File: src/hdl/die_temperature_guard_pkg.sv
/*
  Shared constants for the die temperature guard: thresholds, repeat period,
  sensor source codes and condition states.
  Assumes a single core clock at 125 MHz and temperatures in signed whole degrees.
*/
package die_temperature_guard_pkg;
  // ==========================================================================
  // temperature format
  localparam int TEMP_W = 8;
  // ==========================================================================
  // thresholds, degrees Celsius
  localparam logic signed [TEMP_W-1:0] WARN_SET_DEGC = 8'sd87;
  localparam logic signed [TEMP_W-1:0] WARN_CLEAR_DEGC = 8'sd83;
  localparam logic signed [TEMP_W-1:0] WARN_ABOVE_DEGC = 8'sd103;
  localparam logic signed [TEMP_W-1:0] ERR_SET_DEGC = 8'sd103;
  localparam logic signed [TEMP_W-1:0] ERR_CLEAR_DEGC = 8'sd97;
  // ==========================================================================
  // timing
  localparam longint CLK_HZ = 125000000;
  localparam longint REPEAT_PERIOD_MS = 1000;
  localparam longint REPEAT_CYCLES = (CLK_HZ * REPEAT_PERIOD_MS) / 1000;
  localparam int TIMER_W = 32;
  // ==========================================================================
  // sensor source selection
  localparam int SRC_W = 2;
  localparam logic [SRC_W-1:0] SRC_OWN_DIE = 2'h0;
  localparam logic [SRC_W-1:0] SRC_RESET = 2'h0;
  localparam logic signed [TEMP_W-1:0] TEMP_RESET = 8'sh00;
  // ==========================================================================
  // condition states
  typedef enum logic [2:0] {
    COND_NORMAL = 3'b001,
    COND_WARNING = 3'b010,
    COND_ERROR = 3'b100
  } cond_state_e;
endpackage : die_temperature_guard_pkg

File: src/hdl/repeat_timer.sv
/*
  Period timer, held at zero while run_i is low, that pulses once per period and restarts on demand.
  Assumes the restart request is a one-cycle pulse on the same clock.
*/
`timescale 1ns/10ps
module repeat_timer #(
  parameter int TIMER_W = 32,
  parameter longint PERIOD = 125000000
) (
  input wire logic mclk_i,
  input wire logic sys_rst_i,
  input wire logic restart_i,
  input wire logic run_i,
  output logic tick_o
);
  localparam logic [TIMER_W-1:0] LAST = TIMER_W'(PERIOD - 1);
  logic [TIMER_W-1:0] count;
  logic [TIMER_W-1:0] next_count;
  logic next_tick;

  always_comb begin
    next_count = count;
    next_tick = 1'b0;
    if (restart_i || !run_i) begin
      next_count = '0;
    end else if (count == LAST) begin
      next_count = '0;
      next_tick = 1'b1;
    end else begin
      next_count = count + TIMER_W'(1);
    end
  end

  always_ff @(posedge mclk_i or posedge sys_rst_i) begin
    if (sys_rst_i) begin
      count <= '0;
      tick_o <= 1'b0;
    end else begin
      count <= next_count;
      tick_o <= next_tick;
    end
  end
endmodule : repeat_timer

File: src/hdl/die_temperature_guard.sv
/*
  Die temperature guard: tracks the on-die sensor reading, runs a warning and
  an error condition with hysteresis, re-posts notifications once a second and,
  in the protecting variant, halts acquisition in the error condition.
  Assumes the sensor delivers signed whole degrees with a one-cycle valid strobe.
*/
// Overview of operation
// on-die sensor reading is reported to host in degrees Celsius
// host selects own-die source first, then reads temperature
// reaching 87 degrees enters warning and posts warning notification
// warning repeats each second; ends below 83 or above 103 (the code already leaves warning at 103)
// reaching 103 degrees enters error and posts critical notification
// protecting variant halts acquisition in error; notify-only variant does not
// error repeats critical notification each second until below 97
// one-second timer restarts on entry; state resets to normal
`timescale 1ns/10ps
module die_temperature_guard
  import die_temperature_guard_pkg::*;
#(
  parameter bit AUTO_STOP = 1'b1,
  parameter longint REPEAT_CYCLES_P = REPEAT_CYCLES
) (
  input wire logic mclk_i,
  input wire logic sys_rst_i,
  input wire logic signed [TEMP_W-1:0] sensor_temp_i,
  input wire logic sensor_valid_i,
  input wire logic [SRC_W-1:0] temp_source_select_i,
  output logic signed [TEMP_W-1:0] temp_degc_o,
  output logic temp_valid_o,
  output logic warn_notify_o,
  output logic crit_notify_o,
  output logic warn_active_o,
  output logic err_active_o,
  output logic acq_halt_o
);
  // ==========================================================================
  // measurement capture
  cond_state_e state;
  cond_state_e next_state;
  logic signed [TEMP_W-1:0] meas;
  logic signed [TEMP_W-1:0] next_meas;
  logic meas_ok;
  logic next_meas_ok;
  logic signed [TEMP_W-1:0] next_temp_degc;
  logic next_temp_valid;
  logic tick;
  logic restart;
  logic next_warn_notify;
  logic next_crit_notify;
  logic next_acq_halt;
  logic next_warn_active;
  logic next_err_active;

  // ==========================================================================
  // threshold and source decoding
  // entry compares are inclusive and exit compares strict, so a reading that
  // sits on a threshold never flips the condition back and forth

  // own-die source code
  function automatic logic own_die_selected(input logic [SRC_W-1:0] sel);
    return sel == SRC_OWN_DIE;
  endfunction : own_die_selected

  // error entry level
  function automatic logic reaches_error(input logic signed [TEMP_W-1:0] t);
    return t >= ERR_SET_DEGC;
  endfunction : reaches_error

  // warning entry level
  function automatic logic reaches_warning(input logic signed [TEMP_W-1:0] t);
    return t >= WARN_SET_DEGC;
  endfunction : reaches_warning

  // error exit level
  function automatic logic below_error_clear(input logic signed [TEMP_W-1:0] t);
    return t < ERR_CLEAR_DEGC;
  endfunction : below_error_clear

  // warning exit level
  function automatic logic below_warning_clear(input logic signed [TEMP_W-1:0] t);
    return t < WARN_CLEAR_DEGC;
  endfunction : below_warning_clear

  // own-die reading reported
  // only valid under own-die source
  always_comb begin
    next_meas = meas;
    next_meas_ok = meas_ok;
    next_temp_degc = temp_degc_o;
    next_temp_valid = own_die_selected(temp_source_select_i) && meas_ok;
    if (sensor_valid_i) begin
      next_meas = sensor_temp_i;
      next_meas_ok = 1'b1;
    end
    if (own_die_selected(temp_source_select_i)) begin
      // a foreign source freezes the last own-die reading rather than zeroing it
      next_temp_degc = meas;
    end
  end

  always_ff @(posedge mclk_i or posedge sys_rst_i) begin
    if (sys_rst_i) begin
      meas <= TEMP_RESET;
      meas_ok <= 1'b0;
      temp_degc_o <= TEMP_RESET;
      temp_valid_o <= 1'b0;
    end else begin
      meas <= next_meas;
      meas_ok <= next_meas_ok;
      temp_degc_o <= next_temp_degc;
      temp_valid_o <= next_temp_valid;
    end
  end

  // ==========================================================================
  // condition state machine
  // error checked first: a jump straight past 103 lands in error, not warning
  always_comb begin
    next_state = state;
    restart = 1'b0;
    if (meas_ok) begin
      unique case (state)
        COND_NORMAL: begin
          // error entry
          if (reaches_error(meas)) begin
            next_state = COND_ERROR;
            restart = 1'b1;
          // warning entry
          end else if (reaches_warning(meas)) begin
            next_state = COND_WARNING;
            restart = 1'b1;
          end
        end
        COND_WARNING: begin
          // warning exit points
          if (reaches_error(meas)) begin
            next_state = COND_ERROR;
            restart = 1'b1;
          end else if (below_warning_clear(meas)) begin
            next_state = COND_NORMAL;
          end
        end
        COND_ERROR: begin
          // error holds until below 97
          if (below_error_clear(meas)) begin
            // still hot enough to warn: a fresh warning entry, new post and new pacing
            if (reaches_warning(meas)) begin
              next_state = COND_WARNING;
              restart = 1'b1;
            end else begin
              next_state = COND_NORMAL;
            end
          end
        end
        default: begin
          // illegal one-hot code: fall back to the safe state
          next_state = COND_NORMAL;
        end
      endcase
    end
  end

  // reset to normal
  always_ff @(posedge mclk_i or posedge sys_rst_i) begin
    if (sys_rst_i) begin
      state <= COND_NORMAL;
    end else begin
      state <= next_state;
    end
  end

  // ==========================================================================
  // repeat pacing
  // the timer idles at zero in normal, so the first repeat post lands a full period plus one cycle after the entry post
  // one-second timer, restarted on entry
  repeat_timer #(
    .TIMER_W(TIMER_W),
    .PERIOD(REPEAT_CYCLES_P)
  ) u_repeat_timer (
    .mclk_i(mclk_i),
    .sys_rst_i(sys_rst_i),
    .restart_i(restart),
    .run_i(state != COND_NORMAL),
    .tick_o(tick)
  );

  // ==========================================================================
  // notifications and acquisition halt
  always_comb begin
    next_warn_notify = 1'b0;
    next_crit_notify = 1'b0;
    // post on entry, repeat per tick
    if (restart && next_state == COND_WARNING) begin
      next_warn_notify = 1'b1;
    end else if (!restart && tick && state == COND_WARNING) begin
      next_warn_notify = 1'b1;
    end
    // post on entry, repeat per tick
    if (restart && next_state == COND_ERROR) begin
      next_crit_notify = 1'b1;
    end else if (!restart && tick && state == COND_ERROR) begin
      next_crit_notify = 1'b1;
    end
    next_warn_active = (next_state == COND_WARNING);
    next_err_active = (next_state == COND_ERROR);
    // halt only in protecting variant
    next_acq_halt = AUTO_STOP && next_err_active;
  end

  // registered so levels and pulses change together, one edge after the state decision
  always_ff @(posedge mclk_i or posedge sys_rst_i) begin
    if (sys_rst_i) begin
      warn_notify_o <= 1'b0;
      crit_notify_o <= 1'b0;
      warn_active_o <= 1'b0;
      err_active_o <= 1'b0;
      acq_halt_o <= 1'b0;
    end else begin
      warn_notify_o <= next_warn_notify;
      crit_notify_o <= next_crit_notify;
      warn_active_o <= next_warn_active;
      err_active_o <= next_err_active;
      acq_halt_o <= next_acq_halt;
    end
  end
endmodule : die_temperature_guard

File: config.mk
export PLATFORM = sky130hd
export DESIGN_NAME = die_temperature_guard
export DESIGN_NICKNAME = d
export VERILOG_FILES = /design/src/hdl/die_temperature_guard_pkg.sv /design/src/hdl/repeat_timer.sv /design/src/hdl/die_temperature_guard.sv
export SDC_FILE = /design/constraint.sdc
export NUM_CORES = 1
export LEC_CHECK = 0
export BUFFER_PORTS_ARGS = -buffer_cell sky130_fd_sc_hd__buf_2
export CAP_MARGIN = 20
export CORE_ASPECT_RATIO = 0.5
export CORE_UTILIZATION = 53
export DETAILED_ROUTE_END_ITERATION = 7
export PLACE_DENSITY_LB_ADDON = 0.2
export SYNTH_ARGS = -nofsm -noshare
export SYNTH_HDL_FRONTEND = slang
export SYNTH_SLANG_ARGS = --single-unit
File: constraint.sdc
create_clock -name mclk_i -period 1.9 [get_ports mclk_i]
set_input_delay 0.285 -clock mclk_i [delete_from_list [all_inputs] [get_ports mclk_i]]
set_output_delay 0.285 -clock mclk_i [all_outputs]
set_load 0.02 [all_outputs]
# Word level (Yosys, flattened, before mapping)
# Index checks and enable logic that the tools add are counted.
# word_totals
reg_bits	58
romBits	0
in_bits	13
mem_count	0
mem_bits_rw	0
wordCells	55
latchBits	0
# op_classes
n_addsub	1
magnitude_cmp	4
muxes	22
n_div	0
n_bitwise	0
shifts	0
mul	0
eq_ne	7
n_reduce_logical	10
# op_table
cell	n
two-way mux 32 bit	2
adder 32 x 1 -> 32 bit, second input constant	1
== test 32 x 27 -> 1 bit, second input constant	1
two-way mux 3 bit	6
greater-or-equal comparator 8 bit, second input constant	2
less-than comparator 8 bit, second input constant	2
two-way mux 1 bit	11
case mux 3 bit (3 select lines)	1
== test 3 x 2 -> 1 bit, second input constant	2
== test 3 bit, second input constant	2
logical AND 1 bit	6
== test 3 x 1 -> 1 bit, second input constant	1
!= test 3 x 1 -> 1 bit, second input constant	1
case mux 1 bit (3 select lines)	1
zero test 1 bit	2
zero test 2 bit	1
two-way mux 2 bit	1
logical OR 1 bit	1

# Longest topological paths before layout
# Gate-level depths: netlist (run 1).
# logic_depth
ltp_word	10
depth_mapped	7

# Modules after synthesis
# From an unflattened synthesis (run 1), not the netlist that was laid out.
# hier_totals
cells_unflattened	316
area_unflattened_um2	3184.3
# by_module_without_submodules
module	n_inst	area_per_inst_um2	cells_per_inst	seq_area_each_um2
repeat_timer	1	1913.1	208	825.8
die_temperature_guard	1	1271.2	108	626.9

# Worst setup path after synthesis (run 1)
# Ideal clock, no wire load.
# synth_timing
path_type	register to register
startpoint	register meas[7]
endpoint	register u_repeat_timer.count[5]
stages_incl_launch_ff	7
setup_ns	0.119
slack_ns	0.107
path_buffers	1
arrival_ns	1.674
cell_sequence	dfrtp_1 -> or4_4 -> o31ai_4 -> a211oi_2 -> o21ai_4 -> buf_6 -> nor2_1
# synth_via
elab_chain_len	7
word_cells_on_any_way	11
cone_classes	order compare: 3; mux: 7; reduce/logical: 1
# synth_lines
element	line	source
from (decl)	die_temperature_guard.sv:40	logic signed [TEMP_W-1:0] meas;
from (signal assigned)	die_temperature_guard.sv:108	meas <= next_meas;
greater-or-equal comparator 8 bit	die_temperature_guard.sv:71	return t >= WARN_SET_DEGC;
two-way mux 1 bit	die_temperature_guard.sv:129, die_temperature_guard.sv:147	
two-way mux 1 bit (on tied branches)	die_temperature_guard.sv:145, die_temperature_guard.sv:125	
case mux 1 bit (3 select lines) (*)	die_temperature_guard.sv:122	unique case (state)
two-way mux 1 bit (*)	die_temperature_guard.sv:121	if (meas_ok) begin
logical OR 1 bit (*)	repeat_timer.sv:24	if (restart_i || !run_i) begin
two-way mux 32 bit (*)	repeat_timer.sv:24	
via u_repeat_timer.next_count[5]	repeat_timer.sv:18	logic [TIMER_W-1:0] next_count;
to (signal assigned)	repeat_timer.sv:39	count <= next_count;
to (decl)	repeat_timer.sv:17	logic [TIMER_W-1:0] count;
# Mark *: on every way through the listed nets, which the timed path passes. The rest lies on a longest branch.
# A chain may end at the register's enable or synchronous reset.

# Final worst setup path (run 1)
# layout_timing
startpoint	register meas[7]
endpoint	register u_repeat_timer.count[21]
# The elaborated chain is that of the path after synthesis.

==> metrics.md, run 1 <==
| Metric | Value |
|---|---|
| Status | `finished with violations` |
| Violations in the final reports | `negative setup slack` |
| Synthesized area | `2920 um^2` |
| Clock network fraction of total power | `27.9%` |
| Top delay family on crit path | `simple AND/OR/NAND/NOR gates` |
| Worst path bufs/invs | `2` |
| Overall power after layout | `3.81 mW` |
| Max stage delay cell, worst path | `or4_4` |
| Syn. warnings | `0` |
| Number of violations of the max-capacitance limit | `0` |
| Detailed-route wire length | `6.62 mm` |
| Commonest non-fill, non-tap cell in the layout | `dfrtp_1` |
| Number of distinct library cells after synthesis | `50` |
| Routability congestion estimate from global placement | `0.875` |
| Synth Flop Type | `dfrtp_1` |
| Worst endpoint required time | `2.12 ns` |
| Number of sinks on the clock net | `58` |
| Worst slew margin | `57.9%` |
| Post-CTS clock slew at the launch and capture registers of the worst setup and hold paths | `0.07 ns` |
| Die Y-Extent | `54.5 um` |
| Peak Freq | `0.526 GHz` |
| Reg2reg setup slack | `-0.001 ns` |
| Switching pwr | `1.24 mW` |
| Internal power | `2.56 mW` |
| CTS Buf Count | `9` |
| Initial DRT Pass Iterations | `4` |
| Via count | `2348` |
| Largest net degree at the start of global routing | `33` |
| Series of cell instances along the critical path | `or4_4 > o31ai_4 > a211oi_2 > o21ai_4 > buf_12 > clkbuf_16 > nor2_2` |
| Skew final | `0.00911 ns` |
| Capturing element type of the critical path | `register` |
| Proportion of synthesized chip area in sequential cells | `49.7%` |
| Number of inserted filler cells in the final layout | `347` |
| Class of the tightest hold or removal check | `in2async` |
| CTS H-tree depth | `3` |
| CTS tree | `yes` |
| Number of antenna violations at the first check in global routing | `0` |
| Initial standard-cell utilization of the core | `57.2%` |
| Area of the die | `5840 um^2` |
| Post-Route Setup TNS | `-0.00149 ns` |
| Routed wire per std cell | `15.9 um` |
| Syn Inst Count | `278` |
| First-pass GRT wire length | `10.4 mm` |
| Final ANT Viol Nets | `0` |
| Power share of the sequential group | `37.9%` |
| Setup-failing EPs final | `1` |
| Synthesis-stage register bit count | `58` |
| Die width | `107 um` |
| DRC violation count after routing | `0` |
| # port buffers | `26` |
| Async SR Flop Fraction | `100%` |
| Antenna diodes | `0` |
| All-layer global routing usage | `24.3%` |
| Crit-path max cell delay | `0.56 ns` |
| Clk root buf | `clkbuf_8` |
| Detailed-route vias per instance | `5.63` |
| Synthesized net count | `292` |
| Max-slew violation total from the final report | `0` |
| Count of endpoints failing hold in the final timing report | `0` |
| Worst hold slack | `0.00171 ns` |
| Number of global-route vias before repair | `2286` |
| Cts hold-fix bufs | `0` |
| Utilization after layout | `72.2%` |
| Area added between synthesis and finish | `26.2%` |
| Start-to-end type of the worst setup path | `reg2reg` |
| Startpoint type of the worst setup path | `register` |
| Net Sw Frac | `32.7%` |
| Count of routing violations after the opening detailed-route iteration | `89` |
| Power share of the combinational group | `34.2%` |
| Fin nets | `356` |
| Power per standard cell area | `1030 nW/um^2` |
| Count of flip-flops with a built-in enable after synthesis | `0` |
| Global route total overflow | `0` |
| Synth top area cells | `dfrtp_1, xor2_1, mux2_2` |
| Cell taking the most area after synthesis | `dfrtp_1` |
| Detailed placement HPWL | `4.39 mm` |
| Maximum clock insertion buffer count | `2` |
| Largest driver fanout on the critical path | `6` |
| Clock latency reported for the late side of the worst-skew pair | `0.34 ns` |
| Slew at the pin closest to its max-slew limit | `0.629 ns` |
| Final clock period utilization by the worst path | `100%` |
| Unrepaired setup endpoints after global routing | `true` |
| Min Clock Period, post-route | `1.90 ns` |
| Setup slack at placement | `-0.0275 ns` |
| Number of top-level pins | `27` |
| WP data arrival | `2.12 ns` |
| Core ar. | `5110 um^2` |
| Worst IR drop on VDD | `0.497 mV` |
| Avg Inst Size Synth | `10.5 um^2` |
| Leading cell types in the layout, fill and taps excluded | `dfrtp_1, nor2_1, buf_4` |
| Top cell type's share of synthesized area | `48.8%` |
| Layout cells sized above 1 | `35.7%` |
| Leakage power figure | `1.68 nW` |
| FP Rows | `18` |
| Worst path setup slack after routing | `-0.00149 ns` |
-- worst paths after layout --
kind,start,to,cells past startpoint
setup reg to reg,meas[7]$_DFFE_PP0P_,u_repeat_timer.count[21]$_DFF_PP0_,7
hold reg to reg,temp_degc_o[5]$_DFFE_PP0N_,temp_degc_o[5]$_DFFE_PP0N_,1
setup / recovery,meas[7]$_DFFE_PP0P_,u_repeat_timer.count[21]$_DFF_PP0_,7
min in group mclk_i,temp_source_select_i[0],temp_valid_o$_DFF_PP0_,2
max in group asynchronous,sys_rst_i,u_repeat_timer.count[21]$_DFF_PP0_,3
hold / removal,sys_rst_i,meas[0]$_DFFE_PP0P_,2
-- flip-flops by register name, indices dropped and copies added (netlist names) --
name	count
acq_halt_o	1
crit_notify_o	1
meas	8
meas_ok	1
state	3
temp_degc_o	8
temp_valid_o	1
u_repeat_timer.count	32
u_repeat_timer.tick_o	1
warn_active_o	1
warn_notify_o	1
-- final cells by class --
cell class	instances	area, um^2	area share [%]
Sequential cell	58	1450	39.4
Multi-Input combinational cell	202	1450	39.3
Timing Repair Buffer	63	479	13.0
Clock buffer	12	165	4.48
Tap cell	70	87.6	2.37
Inverter	8	30.0	0.814
Clock inverter	4	25.0	0.678
-- synthesized netlist by cell type (4+ instances only) --
| cell type | n |
|---|---|
| a21oi_1 | 9 |
| mux2_2 | 15 |
| and4_1 | 5 |
| xnor2_1 | 6 |
| xor2_1 | 25 |
| nand2b_1 | 4 |
| nand3_1 | 17 |
| inv_1 | 8 |
| nand4_1 | 12 |
| nor2_1 | 43 |
| and3_1 | 7 |
| buf_2 | 4 |
| dfrtp_1 | 57 |
| nand2_1 | 16 |
-- stage by stage --
step	std cells	instance area (um^2)
3_3_place_gp	397	3360
4_1_cts	415	3560
2_1_floorplan	278	2920
3_5_place_dp	397	3360
6_report	417	3690
5_1_grt	417	3690
-- logic make-up (layout without fill, tap and decap cells) --
| family | Yosys count | after routing | share of synthesized area [%] |
|---|---|---|---|
| AO/OA/AOI/OAI | 27 | 27 | 7.87 |
| XOR/XNOR | 31 | 31 | 9.29 |
| adder cells (fa/ha/maj) | 1 | 1 | 0.428 |
| buffers and inverters | 18 | 87 | 3.38 |
| flip-flops | 58 | 58 | 49.7 |
| multiplexers | 16 | 16 | 6.12 |
| AND/OR/NAND/NOR | 127 | 127 | 23.2 |
-- power groups by stage --
stage / Clock [mW] / Combinational, mW / Sequential, mW
floorplan: 0 / 0.617 / 1.50
global placement: 0 / 0.997 / 1.45
detailed placement: 0 / 1.02 / 1.46
CTS: 1.09 / 1.07 / 1.44
global route: 1.15 / 1.40 / 1.46
finish: 1.06 / 1.30 / 1.44
-- layer usage --
metal,GRT usage (%),share of wire (%),vias to the layer above
met1,28.8,45,1161
li1,-,-,1109
met3,8.81,5.0,9
met5,0,0,-
met2,42.2,49,69
met4,8.68,1.1,0
-- repair_timing --
item / 4_1_cts / 5_1_grt
endpoints found under the hold margin: 0 / 0
cloned: 0 / 1
pin swaps: 1 / 2
gates resized for setup: 0 / 20
setup buffers: 2 / 1
setup endpoints to repair: 27 / 34
Power figures use the tool's default switching activity.
==> run 2, diff against run 1 <==
--- a/config.mk
+++ b/config.mk
@@ -11,6 +11,8 @@
 export CORE_UTILIZATION = 53
 export DETAILED_ROUTE_END_ITERATION = 7
 export PLACE_DENSITY_LB_ADDON = 0.2
+export SETUP_SLACK_MARGIN = 0.02
 export SYNTH_ARGS = -nofsm -noshare
 export SYNTH_HDL_FRONTEND = slang
 export SYNTH_SLANG_ARGS = --single-unit
+export TNS_END_PERCENT = 30
==> metrics.md, run 2 (synthesis gave the netlist of run 1 again) <==
| Metric | Value |
|---|---|
| Peak Freq | `0.530 GHz (was 0.526 GHz)` |
| Worst slew margin | `57.9% (about the same)` |
| # port buffers | `26 (unchanged)` |
| Area added between synthesis and finish | `24.8% (was 26.2%)` |
| Met3 layer usage reported by global route | `8.81% (unchanged)` |
| All-layer global routing usage | `24.3% (unchanged)` |
| DRC violation count after routing | `0 (unchanged)` |
| Layout cells sized above 1 | `33.7% (was 35.7%)` |
| Slew at the pin closest to its max-slew limit | `0.629 ns (about the same)` |
| Die width | `107 um (unchanged)` |
| Number of top-level pins | `27 (unchanged)` |
| Final clock period utilization by the worst path | `99.2% (was 100%)` |
| Instance area at placement | `3360 um^2 (unchanged)` |
| Count of routing violations after the opening detailed-route iteration | `82 (was 89)` |
| Die Y-Extent | `54.5 um (unchanged)` |
| Via count | `2334 (was 2348)` |
| Worst hold slack | `0.00275 ns (was 0.00171 ns)` |
| Worst endpoint required time | `2.13 ns (was 2.12 ns)` |
| Leading cell types in the layout, fill and taps excluded | `dfrtp_1, nor2_1, buf_4 (unchanged)` |
| Area of the die | `5840 um^2 (unchanged)` |
| Initial DRT Pass Iterations | `4 (unchanged)` |
| Cts hold-fix bufs | `0 (unchanged)` |
| Number of antenna violations at the first check in global routing | `0 (unchanged)` |
| Detailed placement HPWL | `4.39 mm (unchanged)` |
| Most Used Layer, Global Route | `met2 (unchanged)` |
| CTS Buf Count | `9 (unchanged)` |
| Clk root buf | `clkbuf_8 (unchanged)` |
| Worst IR drop on VDD | `0.494 mV (was 0.497 mV)` |
| Detailed-route wire length | `6.59 mm (was 6.62 mm)` |
| Final ANT Viol Nets | `0 (unchanged)` |
| Number of global-route vias before repair | `2289 (was 2286)` |
| Antenna diodes | `0 (unchanged)` |
| Post-CTS clock slew at the launch and capture registers of the worst setup and hold paths | `0.07 ns (about the same)` |
| Number of flip-flops under the largest register name | `32 (unchanged)` |
| Count of endpoints failing hold in the final timing report | `0 (unchanged)` |
| Start-to-end type of the worst setup path | `reg2reg (unchanged)` |
| Maximum clock insertion buffer count | `2 (unchanged)` |
| Largest net degree at the start of global routing | `33 (unchanged)` |
| Initial standard-cell utilization of the core | `57.2% (unchanged)` |
| Number of violations of the max-capacitance limit | `0 (unchanged)` |
| Power per standard cell area | `1030 nW/um^2 (about the same)` |
| Clock latency reported for the late side of the worst-skew pair | `0.34 ns (about the same)` |
| Routed wire per std cell | `15.8 um (was 15.9 um)` |
| CTS tree | `yes (unchanged)` |
| Final cell area excluding filler cells | `3650 um^2 (was 3690 um^2)` |
| Core ar. | `5110 um^2 (unchanged)` |
| Max-slew violation total from the final report | `0 (unchanged)` |
| Reg with most FFs | `u_repeat_timer.count (unchanged)` |
| Min Clock Period, post-route | `1.89 ns (was 1.90 ns)` |
| Detailed-route vias per instance | `5.60 (was 5.63)` |
| Global route total overflow | `0 (unchanged)` |
| WP data arrival | `2.11 ns (was 2.12 ns)` |
| Routability congestion estimate from global placement | `0.875 (unchanged)` |
| Class of the tightest hold or removal check | `in2async (unchanged)` |
| Startpoint type of the worst setup path | `register (unchanged)` |
| Unrepaired setup endpoints after global routing | `true (unchanged)` |
| Fin nets | `356 (unchanged)` |
| Skew final | `0.00862 ns (was 0.00911 ns)` |
| Commonest non-fill, non-tap cell in the layout | `dfrtp_1 (unchanged)` |
| Biggest regs | `u_repeat_timer.count (32), meas (8), temp_degc_o (8) (unchanged)` |
| Largest driver fanout on the critical path | `14 (was 6)` |
| First-pass GRT wire length | `10.4 mm (unchanged)` |
| Grt met1 use | `28.8% (unchanged)` |
| Overall power after layout | `3.76 mW (was 3.81 mW)` |
| Status | `complete, no violations (was finished with violations)` |
| Global routing usage on met2 | `42.2% (unchanged)` |
| Number of sinks on the clock net | `58 (unchanged)` |
| Leakage power figure | `1.68 nW (about the same)` |
| FP Rows | `18 (unchanged)` |
| Setup-failing EPs final | `0 (was 1)` |
| CTS H-tree depth | `3 (unchanged)` |
| Capturing element type of the critical path | `register (unchanged)` |
## run 2: repair_timing
item,CTS,global route
resized for setup,0,9
cloned,0,1
pin swaps,1,0
setup buffers,2,1
endpoints found under the setup margin,27,35
## run 2: critical path: stages, from the launching register on
cell     delay [ns]
dfrtp_1        0.42
nor4_1         0.40
nand4_1        0.16
or3_4          0.38
o21ai_4        0.08
buf_12         0.14
buf_12         0.13
nor2_1         0.05
## run 2: path summary, 6_finish.rpt
| kind | startpoint | to | slack (ns) | depth (start not counted) |
|---|---|---|---|---|
| max in group asynchronous | sys_rst_i | u_repeat_timer.count[5]$_DFF_PP0_ | 1.32 | 3 |
| worst max-delay path | u_repeat_timer.count[13]$_DFF_PP0_ | u_repeat_timer.count[7]$_DFF_PP0_ | 0.01 | 7 |
| worst min register to register | temp_degc_o[7]$_DFFE_PP0N_ | temp_degc_o[7]$_DFFE_PP0N_ | 0.51 | 1 |
| min in group mclk_i | temp_source_select_i[0] | temp_valid_o$_DFF_PP0_ | 0.11 | 2 |
| worst min-delay path | sys_rst_i | meas[0]$_DFFE_PP0P_ | 0.003 | 2 |
| worst max register to register | u_repeat_timer.count[13]$_DFF_PP0_ | u_repeat_timer.count[7]$_DFF_PP0_ | 0.01 | 7 |
## run 2: stage by stage
step	setup TNS [ns]	cells	worst slack (ns)	utilization (%)
floorplan	0	278	0.107	-
global placement	0	397	0.0177	65.7
detailed placement	-0.401	397	-0.0275	65.7
CTS	0	415	0.0154	69.7
global route	-2.93	417	-0.115	71.4
finish	0	417	0.0147	71.4
## run 2: per-layer routing
| layer | share of wire, % | vias up |
|---|---|---|
| met4 | 1.2 | 0 |
| met1 | 45 | 1157 |
| met3 | 3.8 | 8 |
| met2 | 49 | 58 |
| li1 | - | 1111 |
| met5 | 0 | - |
## run 2: area by class of cell
cell class | instances | area, um^2
sequential | 58 | 1450
tap | 70 | 87.6
clock inverter | 4 | 25.0
multi-input combinational | 202 | 1410
fill | 361 | 1460
clock buffer | 12 | 165
timing repair buffer | 63 | 475
inverter | 8 | 30.0
## run 2: where the power goes
| part | internal (mW) | switching, mW |
|---|---|---|
| Clock | 0.575 | 0.489 |
| Sequential | 1.35 | 0.0913 |
| Combinational | 0.625 | 0.629 |
| Total | 2.55 | 1.21 |
